## src/design/occ_pkg.sv

```systemverilog
package occ_pkg;
  localparam int N_OUT = 4;
  localparam int N_LOOP = 2;
  localparam int AW = 8;
  localparam int N_CFG = 10;
  localparam int NVM_PASSES = 2;

  // ----------------------------------------
  // Register indices, byte address is four times these
  // ----------------------------------------
  localparam logic [5:0] IDX_CTRL = 6'h00;
  localparam logic [5:0] IDX_MAP_PRI = 6'h01;
  localparam logic [5:0] IDX_MAP_SEC = 6'h02;
  localparam logic [5:0] IDX_REG_EN = 6'h03;
  localparam logic [5:0] IDX_DIS_STATE = 6'h04;
  localparam logic [5:0] IDX_POLARITY = 6'h05;
  localparam logic [5:0] IDX_FORMAT = 6'h06;
  localparam logic [5:0] IDX_AMPL = 6'h07;
  localparam logic [5:0] IDX_DRIVE = 6'h08;
  localparam logic [5:0] IDX_LOOP_SEL = 6'h09;
  localparam logic [5:0] IDX_CMD = 6'h0A;
  localparam logic [5:0] IDX_STATUS = 6'h0B;

  // ----------------------------------------
  // Field positions
  // ----------------------------------------
  localparam int CTRL_SYNC_DIS = 0;
  localparam int CTRL_LOL_DIS = 1;
  localparam int CTRL_LOS_KEEP = 2;
  localparam int CMD_HARD_RST = 0;
  localparam int CMD_NVM_PROG = 1;
  localparam int AMPL_W = 3;
  localparam int DRV_W = 2;
  localparam int DIS_W = 2;

  localparam logic [1:0] DRV_NONE = 2'h0;
  localparam logic [1:0] DRV_WEAK = 2'h1;
  localparam logic [1:0] DIS_LOW = 2'h0;
  localparam logic [1:0] DIS_HIGH = 2'h1;
  localparam logic [1:0] RESP_OKAY = 2'h0;
  localparam logic [1:0] RESP_SLVERR = 2'h2;

  // ----------------------------------------
  // Power-up defaults when memory is blank
  // ----------------------------------------
  localparam logic [N_CFG-1:0][31:0] CFG_DEFAULT = {
    32'h0000_0000, 32'h0000_00FF, 32'h0000_0000, 32'h0000_0000, 32'h0000_0000,
    32'h0000_0000, 32'h0000_000F, 32'h0000_0000, 32'h0000_000F, 32'h0000_0001};

  // ----------------------------------------
  // Timing
  // ----------------------------------------
  localparam int CLK_NS = 10;
  localparam int DIV_RST_NS = 100;
  localparam int DIV_RST_CYC = (DIV_RST_NS + CLK_NS - 1) / CLK_NS;
  localparam logic [7:0] DIV_RST_LAST = 8'(DIV_RST_CYC - 1);
  localparam logic [7:0] DIV_HALF_LAST = 8'h01;

  typedef enum logic [1:0] {
    ST_LOAD = 2'b00,
    ST_DIVRST = 2'b01,
    ST_RUN = 2'b10
  } init_state_t;
endpackage : occ_pkg

```

## src/design/out_driver.sv

```systemverilog
`timescale 1ns/1ps
module out_driver (
  input wire logic ref_clk,
  input wire logic rst,
  input wire logic tick,
  input wire logic div_rst,
  input wire logic want_en,
  input wire logic sync_mode,
  input wire logic [1:0] dis_state,
  input wire logic invert,
  input wire logic complement,
  input wire logic single_ended,
  output logic pin_true,
  output logic pin_comp,
  output logic pin_oe
);
  typedef struct packed {
    logic [7:0] cnt;
    logic phase;
    logic on;
    logic pt;
    logic pc;
    logic oe;
  } drv_t;

  drv_t s;
  drv_t next_s;
  logic lvl;

  always_comb begin
    next_s = s;
    lvl = 1'b0;
    // ----------------------------------------
    // Divider
    // ----------------------------------------
    if (div_rst) begin
      next_s.cnt = '0;
      next_s.phase = 1'b0;
    end else if (tick) begin
      if (s.cnt == occ_pkg::DIV_HALF_LAST) begin
        next_s.cnt = '0;
        next_s.phase = ~s.phase;
      end else begin
        next_s.cnt = s.cnt + 8'h01;
      end
    end
    // ----------------------------------------
    // Enable timing
    // ----------------------------------------
    // Turning on also waits for a low phase so the first pulse is whole
    if (want_en) begin
      if (!next_s.phase) begin
        next_s.on = 1'b1;
      end
    end else if (!sync_mode) begin
      next_s.on = 1'b0;
    end else if (!next_s.phase) begin
      next_s.on = 1'b0;
    end
    // ----------------------------------------
    // Pin levels
    // ----------------------------------------
    if (next_s.on) begin
      lvl = next_s.phase ^ invert;
      next_s.pt = lvl;
      next_s.pc = single_ended ? (lvl ^ complement) : ~lvl;
      next_s.oe = 1'b1;
    end else begin
      next_s.pt = (dis_state == occ_pkg::DIS_HIGH);
      next_s.pc = (dis_state == occ_pkg::DIS_HIGH);
      next_s.oe = (dis_state == occ_pkg::DIS_LOW) || (dis_state == occ_pkg::DIS_HIGH);
    end
  end

  always_ff @(posedge ref_clk) begin
    if (rst) begin
      s <= '0;
    end else begin
      s <= next_s;
    end
  end

  assign pin_true = s.pt;
  assign pin_comp = s.pc;
  assign pin_oe = s.oe;

  a_async_off: assert property (@(posedge ref_clk) disable iff (rst)
    (!want_en && !sync_mode) |=> !s.on)
    else $error("async disable did not act at once");
  a_sync_hold: assert property (@(posedge ref_clk) disable iff (rst)
    (s.on && s.phase && !want_en && sync_mode && !div_rst && !tick) |=> s.on)
    else $error("sync disable cut a high phase");
  a_hiz_state: assert property (@(posedge ref_clk) disable iff (rst)
    (!s.on && $past(dis_state) != occ_pkg::DIS_LOW
      && $past(dis_state) != occ_pkg::DIS_HIGH) |-> !s.oe)
    else $error("disabled high impedance driver still drives");
  a_se_phase: assert property (@(posedge ref_clk) disable iff (rst)
    (s.on && $past(single_ended) && !$past(complement)) |-> (s.pt == s.pc))
    else $error("single ended pins not in phase");
endmodule : out_driver

```

## src/design/output_enable_control.sv

```systemverilog
`timescale 1ns/1ps
module output_enable_control (
  input wire logic ref_clk,
  input wire logic rst,
  input wire logic por,
  input wire logic [7:0] s_axi_awaddr,
  input wire logic s_axi_awvalid,
  output logic s_axi_awready,
  input wire logic [31:0] s_axi_wdata,
  input wire logic [3:0] s_axi_wstrb,
  input wire logic s_axi_wvalid,
  output logic s_axi_wready,
  output logic [1:0] s_axi_bresp,
  output logic s_axi_bvalid,
  input wire logic s_axi_bready,
  input wire logic [7:0] s_axi_araddr,
  input wire logic s_axi_arvalid,
  output logic s_axi_arready,
  output logic [31:0] s_axi_rdata,
  output logic [1:0] s_axi_rresp,
  output logic s_axi_rvalid,
  input wire logic s_axi_rready,
  input wire logic primary_enable_pin_n,
  input wire logic secondary_enable_pin_n,
  input wire logic [1:0] lock_lost,
  input wire logic reference_loss_alarm,
  input wire logic serial_sel,
  input wire logic [3:0] low_supply,
  input wire logic [1:0] loop_tick,
  output logic [3:0] clock_output_n_true,
  output logic [3:0] clock_output_n_comp,
  output logic [3:0] clock_output_n_oe,
  output logic [11:0] amplitude_code,
  output logic [3:0] low_power_mode,
  output logic [3:0] single_ended,
  output logic [7:0] single_ended_drive_strength,
  output logic div_reset
);
  typedef struct packed {
    logic [occ_pkg::N_CFG-1:0][31:0] cfg;
    occ_pkg::init_state_t st;
    logic [7:0] cnt;
    logic [occ_pkg::N_OUT-1:0] en;
    logic div_rst;
    logic aw_full;
    logic w_full;
    logic [5:0] aw_idx;
    logic [31:0] wdata;
    logic [3:0] wstrb;
    logic awready;
    logic wready;
    logic bvalid;
    logic [1:0] bresp;
    logic arready;
    logic rvalid;
    logic [31:0] rdata;
    logic [1:0] rresp;
  } ctl_t;

  ctl_t s;
  ctl_t next_s;
  logic [occ_pkg::N_CFG-1:0][31:0] nvm_mem;
  logic [1:0] nvm_passes;
  logic nvm_prog;
  logic hard_rst;
  logic [occ_pkg::N_OUT-1:0] pin_block;
  logic [occ_pkg::N_OUT-1:0] lol_gate;
  logic [occ_pkg::N_OUT-1:0] reg_en;
  logic [occ_pkg::N_OUT-1:0] map_pri;
  logic [occ_pkg::N_OUT-1:0] map_sec;
  logic [occ_pkg::N_OUT-1:0] loop_sel;
  logic los_gate;
  logic wr_go;
  logic [31:0] ctrl;

  // ----------------------------------------
  // Helpers
  // ----------------------------------------
  function automatic logic [5:0] reg_idx(input logic [7:0] addr);
    return addr[7:2];
  endfunction : reg_idx

  function automatic logic idx_ok(input logic [5:0] idx);
    return idx <= occ_pkg::IDX_STATUS;
  endfunction : idx_ok

  function automatic logic [31:0] merge(input logic [31:0] old_w, input logic [31:0] new_w,
                                        input logic [3:0] strb);
    logic [31:0] r;
    r = old_w;
    for (int b = 0; b < 4; b++) begin
      if (strb[b]) begin
        r[8*b +: 8] = new_w[8*b +: 8];
      end
    end
    return r;
  endfunction : merge

  // Illegal codes leave the field unchanged rather than raising an error
  function automatic logic [31:0] fix_drive(input logic [31:0] old_w, input logic [31:0] new_w,
                                            input logic [3:0] low);
    logic [31:0] r;
    logic [1:0] c;
    r = old_w;
    for (int i = 0; i < occ_pkg::N_OUT; i++) begin
      c = new_w[occ_pkg::DRV_W*i +: occ_pkg::DRV_W];
      if (c != occ_pkg::DRV_NONE && !(low[i] && c == occ_pkg::DRV_WEAK)) begin
        r[occ_pkg::DRV_W*i +: occ_pkg::DRV_W] = c;
      end
    end
    return r;
  endfunction : fix_drive

  // ----------------------------------------
  // Enable gating
  // ----------------------------------------
  assign ctrl = s.cfg[occ_pkg::IDX_CTRL];
  assign map_pri = s.cfg[occ_pkg::IDX_MAP_PRI][occ_pkg::N_OUT-1:0];
  assign map_sec = s.cfg[occ_pkg::IDX_MAP_SEC][occ_pkg::N_OUT-1:0];
  assign reg_en = s.cfg[occ_pkg::IDX_REG_EN][occ_pkg::N_OUT-1:0];
  assign loop_sel = s.cfg[occ_pkg::IDX_LOOP_SEL][occ_pkg::N_OUT-1:0];
  assign pin_block = (map_pri & {occ_pkg::N_OUT{primary_enable_pin_n}})
                   | (map_sec & {occ_pkg::N_OUT{secondary_enable_pin_n}});
  assign los_gate = reference_loss_alarm && !ctrl[occ_pkg::CTRL_LOS_KEEP];

  always_comb begin
    for (int i = 0; i < occ_pkg::N_OUT; i++) begin
      lol_gate[i] = ctrl[occ_pkg::CTRL_LOL_DIS] && lock_lost[loop_sel[i]];
    end
  end

  // ----------------------------------------
  // Write decode
  // ----------------------------------------
  assign wr_go = s.aw_full && s.w_full && !s.bvalid;
  assign hard_rst = wr_go && s.aw_idx == occ_pkg::IDX_CMD && s.wstrb[0]
                    && s.wdata[occ_pkg::CMD_HARD_RST];
  // Programming only from a settled image, and never past the pass limit
  assign nvm_prog = wr_go && s.aw_idx == occ_pkg::IDX_CMD && s.wstrb[0]
                    && s.wdata[occ_pkg::CMD_NVM_PROG] && s.st == occ_pkg::ST_RUN
                    && nvm_passes < 2'(occ_pkg::NVM_PASSES);

  always_comb begin
    next_s = s;
    // ----------------------------------------
    // Write channel
    // ----------------------------------------
    if (s.awready && s_axi_awvalid) begin
      next_s.aw_full = 1'b1;
      next_s.aw_idx = reg_idx(s_axi_awaddr);
    end
    if (s.wready && s_axi_wvalid) begin
      next_s.w_full = 1'b1;
      next_s.wdata = s_axi_wdata;
      next_s.wstrb = s_axi_wstrb;
    end
    if (s.bvalid && s_axi_bready) begin
      next_s.bvalid = 1'b0;
    end
    if (wr_go) begin
      next_s.aw_full = 1'b0;
      next_s.w_full = 1'b0;
      next_s.bvalid = 1'b1;
      next_s.bresp = idx_ok(s.aw_idx) ? occ_pkg::RESP_OKAY : occ_pkg::RESP_SLVERR;
      if (s.aw_idx == occ_pkg::IDX_DRIVE) begin
        next_s.cfg[s.aw_idx] = fix_drive(s.cfg[s.aw_idx],
                                         merge(s.cfg[s.aw_idx], s.wdata, s.wstrb), low_supply);
      end else if (s.aw_idx < 6'(occ_pkg::N_CFG)) begin
        next_s.cfg[s.aw_idx] = merge(s.cfg[s.aw_idx], s.wdata, s.wstrb);
      end
    end
    next_s.awready = !next_s.aw_full && !next_s.bvalid;
    next_s.wready = !next_s.w_full && !next_s.bvalid;
    // ----------------------------------------
    // Read channel
    // ----------------------------------------
    if (s.rvalid && s_axi_rready) begin
      next_s.rvalid = 1'b0;
    end
    if (s.arready && s_axi_arvalid) begin
      next_s.rvalid = 1'b1;
      next_s.rresp = occ_pkg::RESP_OKAY;
      next_s.rdata = '0;
      if (!idx_ok(reg_idx(s_axi_araddr))) begin
        next_s.rresp = occ_pkg::RESP_SLVERR;
      end else if (reg_idx(s_axi_araddr) == occ_pkg::IDX_STATUS) begin
        next_s.rdata = {21'h0, serial_sel, nvm_passes,
                        s.st == occ_pkg::ST_RUN, reference_loss_alarm, lock_lost, s.en};
      end else if (reg_idx(s_axi_araddr) < 6'(occ_pkg::N_CFG)) begin
        next_s.rdata = s.cfg[reg_idx(s_axi_araddr)];
      end
    end
    next_s.arready = !next_s.rvalid;
    // ----------------------------------------
    // Initialisation sequence
    // ----------------------------------------
    case (s.st)
      occ_pkg::ST_LOAD: begin
        // Blank memory falls back to the built-in defaults
        next_s.cfg[s.cnt[5:0]] = (nvm_passes == 2'h0) ? occ_pkg::CFG_DEFAULT[s.cnt[5:0]]
                                 : nvm_mem[s.cnt[5:0]];
        if (s.cnt == 8'(occ_pkg::N_CFG - 1)) begin
          next_s.st = occ_pkg::ST_DIVRST;
          next_s.cnt = '0;
        end else begin
          next_s.cnt = s.cnt + 8'h01;
        end
      end
      occ_pkg::ST_DIVRST: begin
        if (s.cnt == occ_pkg::DIV_RST_LAST) begin
          next_s.st = occ_pkg::ST_RUN;
          next_s.cnt = '0;
        end else begin
          next_s.cnt = s.cnt + 8'h01;
        end
      end
      occ_pkg::ST_RUN: begin
        next_s.cnt = '0;
      end
      default: begin
        next_s.st = occ_pkg::ST_LOAD;
        next_s.cnt = '0;
      end
    endcase
    if (hard_rst) begin
      next_s.st = occ_pkg::ST_LOAD;
      next_s.cnt = '0;
    end
    next_s.div_rst = (next_s.st != occ_pkg::ST_RUN);
    next_s.en = {occ_pkg::N_OUT{s.st == occ_pkg::ST_RUN && !los_gate}}
                & reg_en & ~pin_block & ~lol_gate;
  end

  // Reset lands in the load state with all outputs off
  always_ff @(posedge ref_clk) begin
    if (rst) begin
      s <= '0;
    end else begin
      s <= next_s;
    end
  end

  // ----------------------------------------
  // Non-volatile image, untouched by the reset pin
  // ----------------------------------------
  always_ff @(posedge ref_clk) begin
    if (por) begin
      nvm_passes <= 2'h0;
    end else if (nvm_prog) begin
      nvm_mem <= s.cfg;
      nvm_passes <= nvm_passes + 2'h1;
    end
  end

  // ----------------------------------------
  // Output drivers
  // ----------------------------------------
  for (genvar i = 0; i < occ_pkg::N_OUT; i++) begin : g_out
    out_driver u_drv (
      .ref_clk(ref_clk),
      .rst(rst),
      .tick(loop_tick[loop_sel[i]]),
      .div_rst(s.div_rst),
      .want_en(s.en[i]),
      .sync_mode(ctrl[occ_pkg::CTRL_SYNC_DIS]),
      .dis_state(s.cfg[occ_pkg::IDX_DIS_STATE][occ_pkg::DIS_W*i +: occ_pkg::DIS_W]),
      .invert(s.cfg[occ_pkg::IDX_POLARITY][occ_pkg::N_OUT + i]),
      .complement(s.cfg[occ_pkg::IDX_POLARITY][i]),
      .single_ended(s.cfg[occ_pkg::IDX_FORMAT][i]),
      .pin_true(clock_output_n_true[i]),
      .pin_comp(clock_output_n_comp[i]),
      .pin_oe(clock_output_n_oe[i])
    );
  end

  assign amplitude_code = s.cfg[occ_pkg::IDX_AMPL][occ_pkg::N_OUT*occ_pkg::AMPL_W-1:0];
  assign low_power_mode = s.cfg[occ_pkg::IDX_FORMAT][2*occ_pkg::N_OUT-1:occ_pkg::N_OUT];
  assign single_ended = s.cfg[occ_pkg::IDX_FORMAT][occ_pkg::N_OUT-1:0];
  assign single_ended_drive_strength = s.cfg[occ_pkg::IDX_DRIVE][7:0];
  assign div_reset = s.div_rst;
  assign s_axi_awready = s.awready;
  assign s_axi_wready = s.wready;
  assign s_axi_bvalid = s.bvalid;
  assign s_axi_bresp = s.bresp;
  assign s_axi_arready = s.arready;
  assign s_axi_rvalid = s.rvalid;
  assign s_axi_rdata = s.rdata;
  assign s_axi_rresp = s.rresp;

  // ----------------------------------------
  // Checks
  // ----------------------------------------
  a_pin_gate: assert property (@(posedge ref_clk) disable iff (rst)
    1'b1 |=> (s.en & $past(pin_block)) == '0)
    else $error("output enabled while its mapped pin is high");
  a_reg_enable: assert property (@(posedge ref_clk) disable iff (rst)
    1'b1 |=> (s.en & ~$past(reg_en)) == '0)
    else $error("output enabled with register enable clear");
  a_los_gate: assert property (@(posedge ref_clk) disable iff (rst)
    (reference_loss_alarm && !ctrl[occ_pkg::CTRL_LOS_KEEP]) |=> s.en == '0)
    else $error("outputs on during reference loss");
  a_lol_gate: assert property (@(posedge ref_clk) disable iff (rst)
    1'b1 |=> (s.en & $past(lol_gate)) == '0)
    else $error("output on during lock loss with gating set");
  a_load_first: assert property (@(posedge ref_clk) disable iff (rst)
    (s.st != occ_pkg::ST_RUN) |=> s.en == '0)
    else $error("output enabled before load completed");
  a_div_reset: assert property (@(posedge ref_clk) disable iff (rst)
    (s.st == occ_pkg::ST_DIVRST) |-> div_reset ##0 (s.cnt <= occ_pkg::DIV_RST_LAST))
    else $error("divider reset not held during initialisation");
  a_hard_reset: assert property (@(posedge ref_clk) disable iff (rst)
    hard_rst |=> (s.st == occ_pkg::ST_LOAD && div_reset) ##1 div_reset)
    else $error("hard reset bit did not restart initialisation");
  a_nvm_limit: assert property (@(posedge ref_clk) disable iff (rst || por)
    (nvm_passes == 2'(occ_pkg::NVM_PASSES)) |=> (nvm_passes == 2'(occ_pkg::NVM_PASSES)))
    else $error("memory programmed beyond two passes");
  a_drive_legal: assert property (@(posedge ref_clk) disable iff (rst)
    (s.st == occ_pkg::ST_RUN && $past(wr_go) && $past(s.aw_idx) == occ_pkg::IDX_DRIVE)
      |-> s.cfg[occ_pkg::IDX_DRIVE][occ_pkg::DRV_W-1:0] != occ_pkg::DRV_NONE)
    else $error("drive strength field holds code zero");
  a_write_resp: assert property (@(posedge ref_clk) disable iff (rst)
    wr_go |=> s.bvalid && !s.awready && !s.wready)
    else $error("write response missing");
endmodule : output_enable_control

```

## config.mk

```make
export PLATFORM = sky130hd
export DESIGN_NAME = output_enable_control
export DESIGN_NICKNAME = d
export VERILOG_FILES = /design/src/design/occ_pkg.sv /design/src/design/out_driver.sv /design/src/design/output_enable_control.sv
export SDC_FILE = /design/constraint.sdc
export NUM_CORES = 2
export LEC_CHECK = 0
export BUFFER_PORTS_ARGS = -buffer_cell sky130_fd_sc_hd__buf_2
export CAP_MARGIN = 20
export CORE_ASPECT_RATIO = 0.6
export CORE_UTILIZATION = 50
export CTS_CLUSTER_DIAMETER = 200
export DETAILED_ROUTE_END_ITERATION = 8
export PLACE_DENSITY = 0.66
export RECOVER_POWER = 25
export SLEW_MARGIN = 20
export SYNTH_ARGS = -nofsm -noshare
export SYNTH_HDL_FRONTEND = slang
export SYNTH_SLANG_ARGS = --single-unit
```

## constraint.sdc

```tcl
create_clock -name ref_clk -period 43.5 [get_ports ref_clk]
set_clock_uncertainty 0.2 [all_clocks]
set_input_delay 13.05 -clock ref_clk [delete_from_list [all_inputs] [get_ports ref_clk]]
set_output_delay 13.05 -clock ref_clk [all_outputs]
set_load 0.05 [all_outputs]
```

==> out/qor_table.md <==
| Parameter | Reported |
|:---|:---|
| Most frequent standard cell in the layout excluding fill and tap cells | sky130_fd_sc_hd__dfxtp_1 |
| Utilization after layout | 0.553 |
| Final Total Pwr | 1.68 mW |
| # nets final | 3581 |
| Crit end category | flop |
| Worst hold path stage count | 2 |
| Rows | 78 |
| Die Area | 78700 um^2 |
| Synth unique cells | 84 |
| Height of the chip | 218 um |
| Register-to-register path setup slack | 38.71 ns |
| Dpl cells | 4417 |
| Die Wd | 361 um |
| Total detailed-routing wirelength | 138000 um |
| CTS tree | yes |
| Fraction of the yosys area taken by sequential cells | 0.493 |
| Post-route non-filler standard cell count | 4556 |
| Number of H-tree levels | 3 |
| IO Count | 154 |
| Wire per inst | 30.4 um |
| Number of iterations in the first detailed-routing pass | 7 |
| Sum of negative setup slack | 0 ns |
| Reg2reg end | nvm_mem[239] |
| Critical Path AT | 16.91 ns |
| Resized cells post-CTS | 0 |
| Number of nets with antenna violations after detailed routing | 0 |
| Number of global-route vias before repair | 28342 |
| Syn Std Cell Area | 38800 um^2 |
| Clock Root Buffer | sky130_fd_sc_hd__clkbuf_16 |
| TritonCTS Buffers | 75 |
| DRC violation count after routing | 0 |
| Data required time of the worst path | 43.80 ns |
| Detailed Route Iter0 Violations | 4900 |
| Largest net degree at the start of global routing | 193 |
| Number of setup violations in the final report | 0 |
| Final hold violation count | 0 |
| Hold/Removal Path Class | flop to flop |
| CP Launch Type | input pin |
| Post-CTS Setup Repair Bufs | 0 |
| Global placer's final weighted congestion | 0.904 |
| Initial antenna violation count | 3 |
| Ys flop type | sky130_fd_sc_hd__dfxtp_1 |
| Clock latency reported for the late side of the worst-skew pair | 0.65 ns |
| Transition time at the pin with the least slew margin | 1.23 ns |
| Yosys warning count | 0 |
| Area overhead of the layout relative to synthesis | 8.64% |
| Relative slew margins | 0.175 |
| HPWL reported at the end of detailed placement | 85600 um |
| Total global routing track utilization | 0.346 |
| Crit share post-route | 0.382 |
| Logic depth of the worst register-to-register path | 8 |
| Clock slew at reported path FFs | 0.07 ns |
| Grt total ovfl | 0 |
| Critical Setup Path Class | input pin to flop |
| Largest driver fanout on the critical path | 34 |
| Post-synth ARST share | 0 |
| Maximum VDD drop | 31.2 uV |
| Ratio of routed vias to standard cells | 6.88 |
| Top library cells by usage in the layout, fill and taps aside | sky130_fd_sc_hd__dfxtp_1 (468), sky130_fd_sc_hd__nor2_1 (405), sky130_fd_sc_hd__nand2_1 (349), sky130_fd_sc_hd__edfxtp_1 (320), sky130_fd_sc_hd__a211oi_1 (270) |
| Unrepaired setup endpoints after global routing | false |
| Number of maximum-capacitance violations | 0 |
| Status | finished, final reports clean |
| Pwr Density | 40.0 nW/um^2 |
| Worst reg2reg path startpoint | s[77] |
| Initial core utilization | 0.509 |
| Number of clock sinks | 795 |
| Area inside the core boundary | 76100 um^2 |
| Post-synthesis register bit count | 795 |
| Final Critical Period | 16.61 ns |
| Final Max Tran Viols | 0 |
| Worst Hold End | s[53] |
| Avg Inst Size Synth | 10.8 um^2 |
| Buffer depth of the longest clock path | 3 |
| Count of hold-fix buffers inserted at cts | 0 |
| Number of filler instances in the final layout | 6577 |
| Input/output buffers | 147 |
| Fin Hold WS | 0.253 ns |
| Total number of vias | 31326 |
| EDFF count, synth | 320 |
| Worst hold path startpoint | s[53] |
| Share of cells above drive strength 1 | 0.179 |
| Leakage power of the design | 13.8 nW |
| Wire length of the first global-routing pass | 199000 um |
| Post-synthesis cell count | 3582 |
| Achievable clock frequency | 60.2 MHz |
## cell usage after synthesis (all sizes together) (26+ instances only)
library cell	number	share of area
a211oi	270	0.052
a21oi	219	0.029
a22oi	38	0.0074
buf	169	0.028
clkbuf	216	0.021
dfxtp	475	0.25
edfxtp	320	0.25
inv	26	0.0025
mux2	47	0.014
mux2i	156	0.040
mux4	178	0.10
nand2	351	0.034
nand2b	31	0.0050
nand3	54	0.0070
nor2	413	0.040
nor3	78	0.010
o211ai	47	0.0092
o21ai	68	0.0088
o221ai	48	0.011
o22ai	52	0.0084
xor2	26	0.0059
## flip-flops by register name (all words and copies together) (netlist names), 2 cells and up, named ones only
signal / cells
single_ended: 4
map_sec: 4
nvm_mem: 320
amplitude_code: 12
g_out.u_drv.pin_oe: 4
ctrl: 32
g_out.u_drv.pin_comp: 4
low_power_mode: 4
s: 302
single_ended_drive_strength: 8
g_out.u_drv.s: 40
s_axi_rdata: 32
reg_en: 4
loop_sel: 4
g_out.u_drv.pin_true: 4
nvm_passes: 2
map_pri: 4
## cell families after synthesis
group,after synthesis,synth area share
DFF,795,0.493
other,1,0.0000968
xor gates and xnor gates,45,0.0102
buffers and inverters,412,0.0516
and+or+nand+nor,1049,0.119
adders and majority gates,13,0.00420
AOI/OAI and AO/OA,886,0.164
muxes,381,0.157
## area by class of cell
cell class | count | area (um^2) | share of cell area
Sequential cell | 795 | 19100 | 0.455
Multi-Input combinational cell | 2376 | 17800 | 0.423
Tap cell | 1000 | 1250 | 0.0297
Antenna cell | 1 | 2.50 | 0.0000594
Timing Repair Buffer | 221 | 1360 | 0.0322
Clock inverter | 31 | 295 | 0.00701
Inverter | 27 | 101 | 0.00241
Clock buffer | 105 | 2160 | 0.0514
## report_power, final
part           internal, mW  switching (mW)  leakage (nW)
clock                 0.378           0.300          1.22
sequential            0.789          0.0274          6.81
combinational        0.0685           0.120          5.81
## how the worst max path moves through the flow
stage / end / cells past startpoint / slack (ns) / start
floorplan: nvm_mem[0] / 1 / 16.11 / por
global placement: s_axi_rdata[10] / 8 / 26.35 / s_axi_araddr[2]
detailed placement: s_axi_rdata[10] / 8 / 26.33 / s_axi_araddr[2]
CTS: s_axi_rdata[10] / 8 / 27.00 / s_axi_araddr[2]
global route: s_axi_rdata[9] / 8 / 26.81 / s_axi_araddr[2]
finish: s_axi_rdata[10] / 8 / 26.89 / s_axi_araddr[2]
## per-layer routing
| layer | vias up | GRT usage | share of wire |
|---|---|---|---|
| met5 | - | 0.00368 | 0.00039 |
| met4 | 4 | 0.105 | 0.030 |
| met3 | 329 | 0.165 | 0.17 |
| met2 | 2410 | 0.453 | 0.39 |
| met1 | 15276 | 0.496 | 0.40 |
| li1 | 13307 | - | - |
## worst max-delay path, cell delays in order
cell                       delay (ns)
sky130_fd_sc_hd__buf_6           0.40
sky130_fd_sc_hd__buf_4           0.72
sky130_fd_sc_hd__buf_4           0.79
sky130_fd_sc_hd__mux4_2          0.65
sky130_fd_sc_hd__mux2i_1         0.25
sky130_fd_sc_hd__o22ai_1         0.38
sky130_fd_sc_hd__a221oi_1        0.46
sky130_fd_sc_hd__nor3_1          0.09
## stage by stage
step                worst slack (ns)  instance area, um^2
finish                         26.89                42100
floorplan                      16.11                38800
global placement               26.35                39600
global route                   26.81                42100
detailed placement             26.33                39600
CTS                            27.00                42000
(Power assumes the default switching activity.)
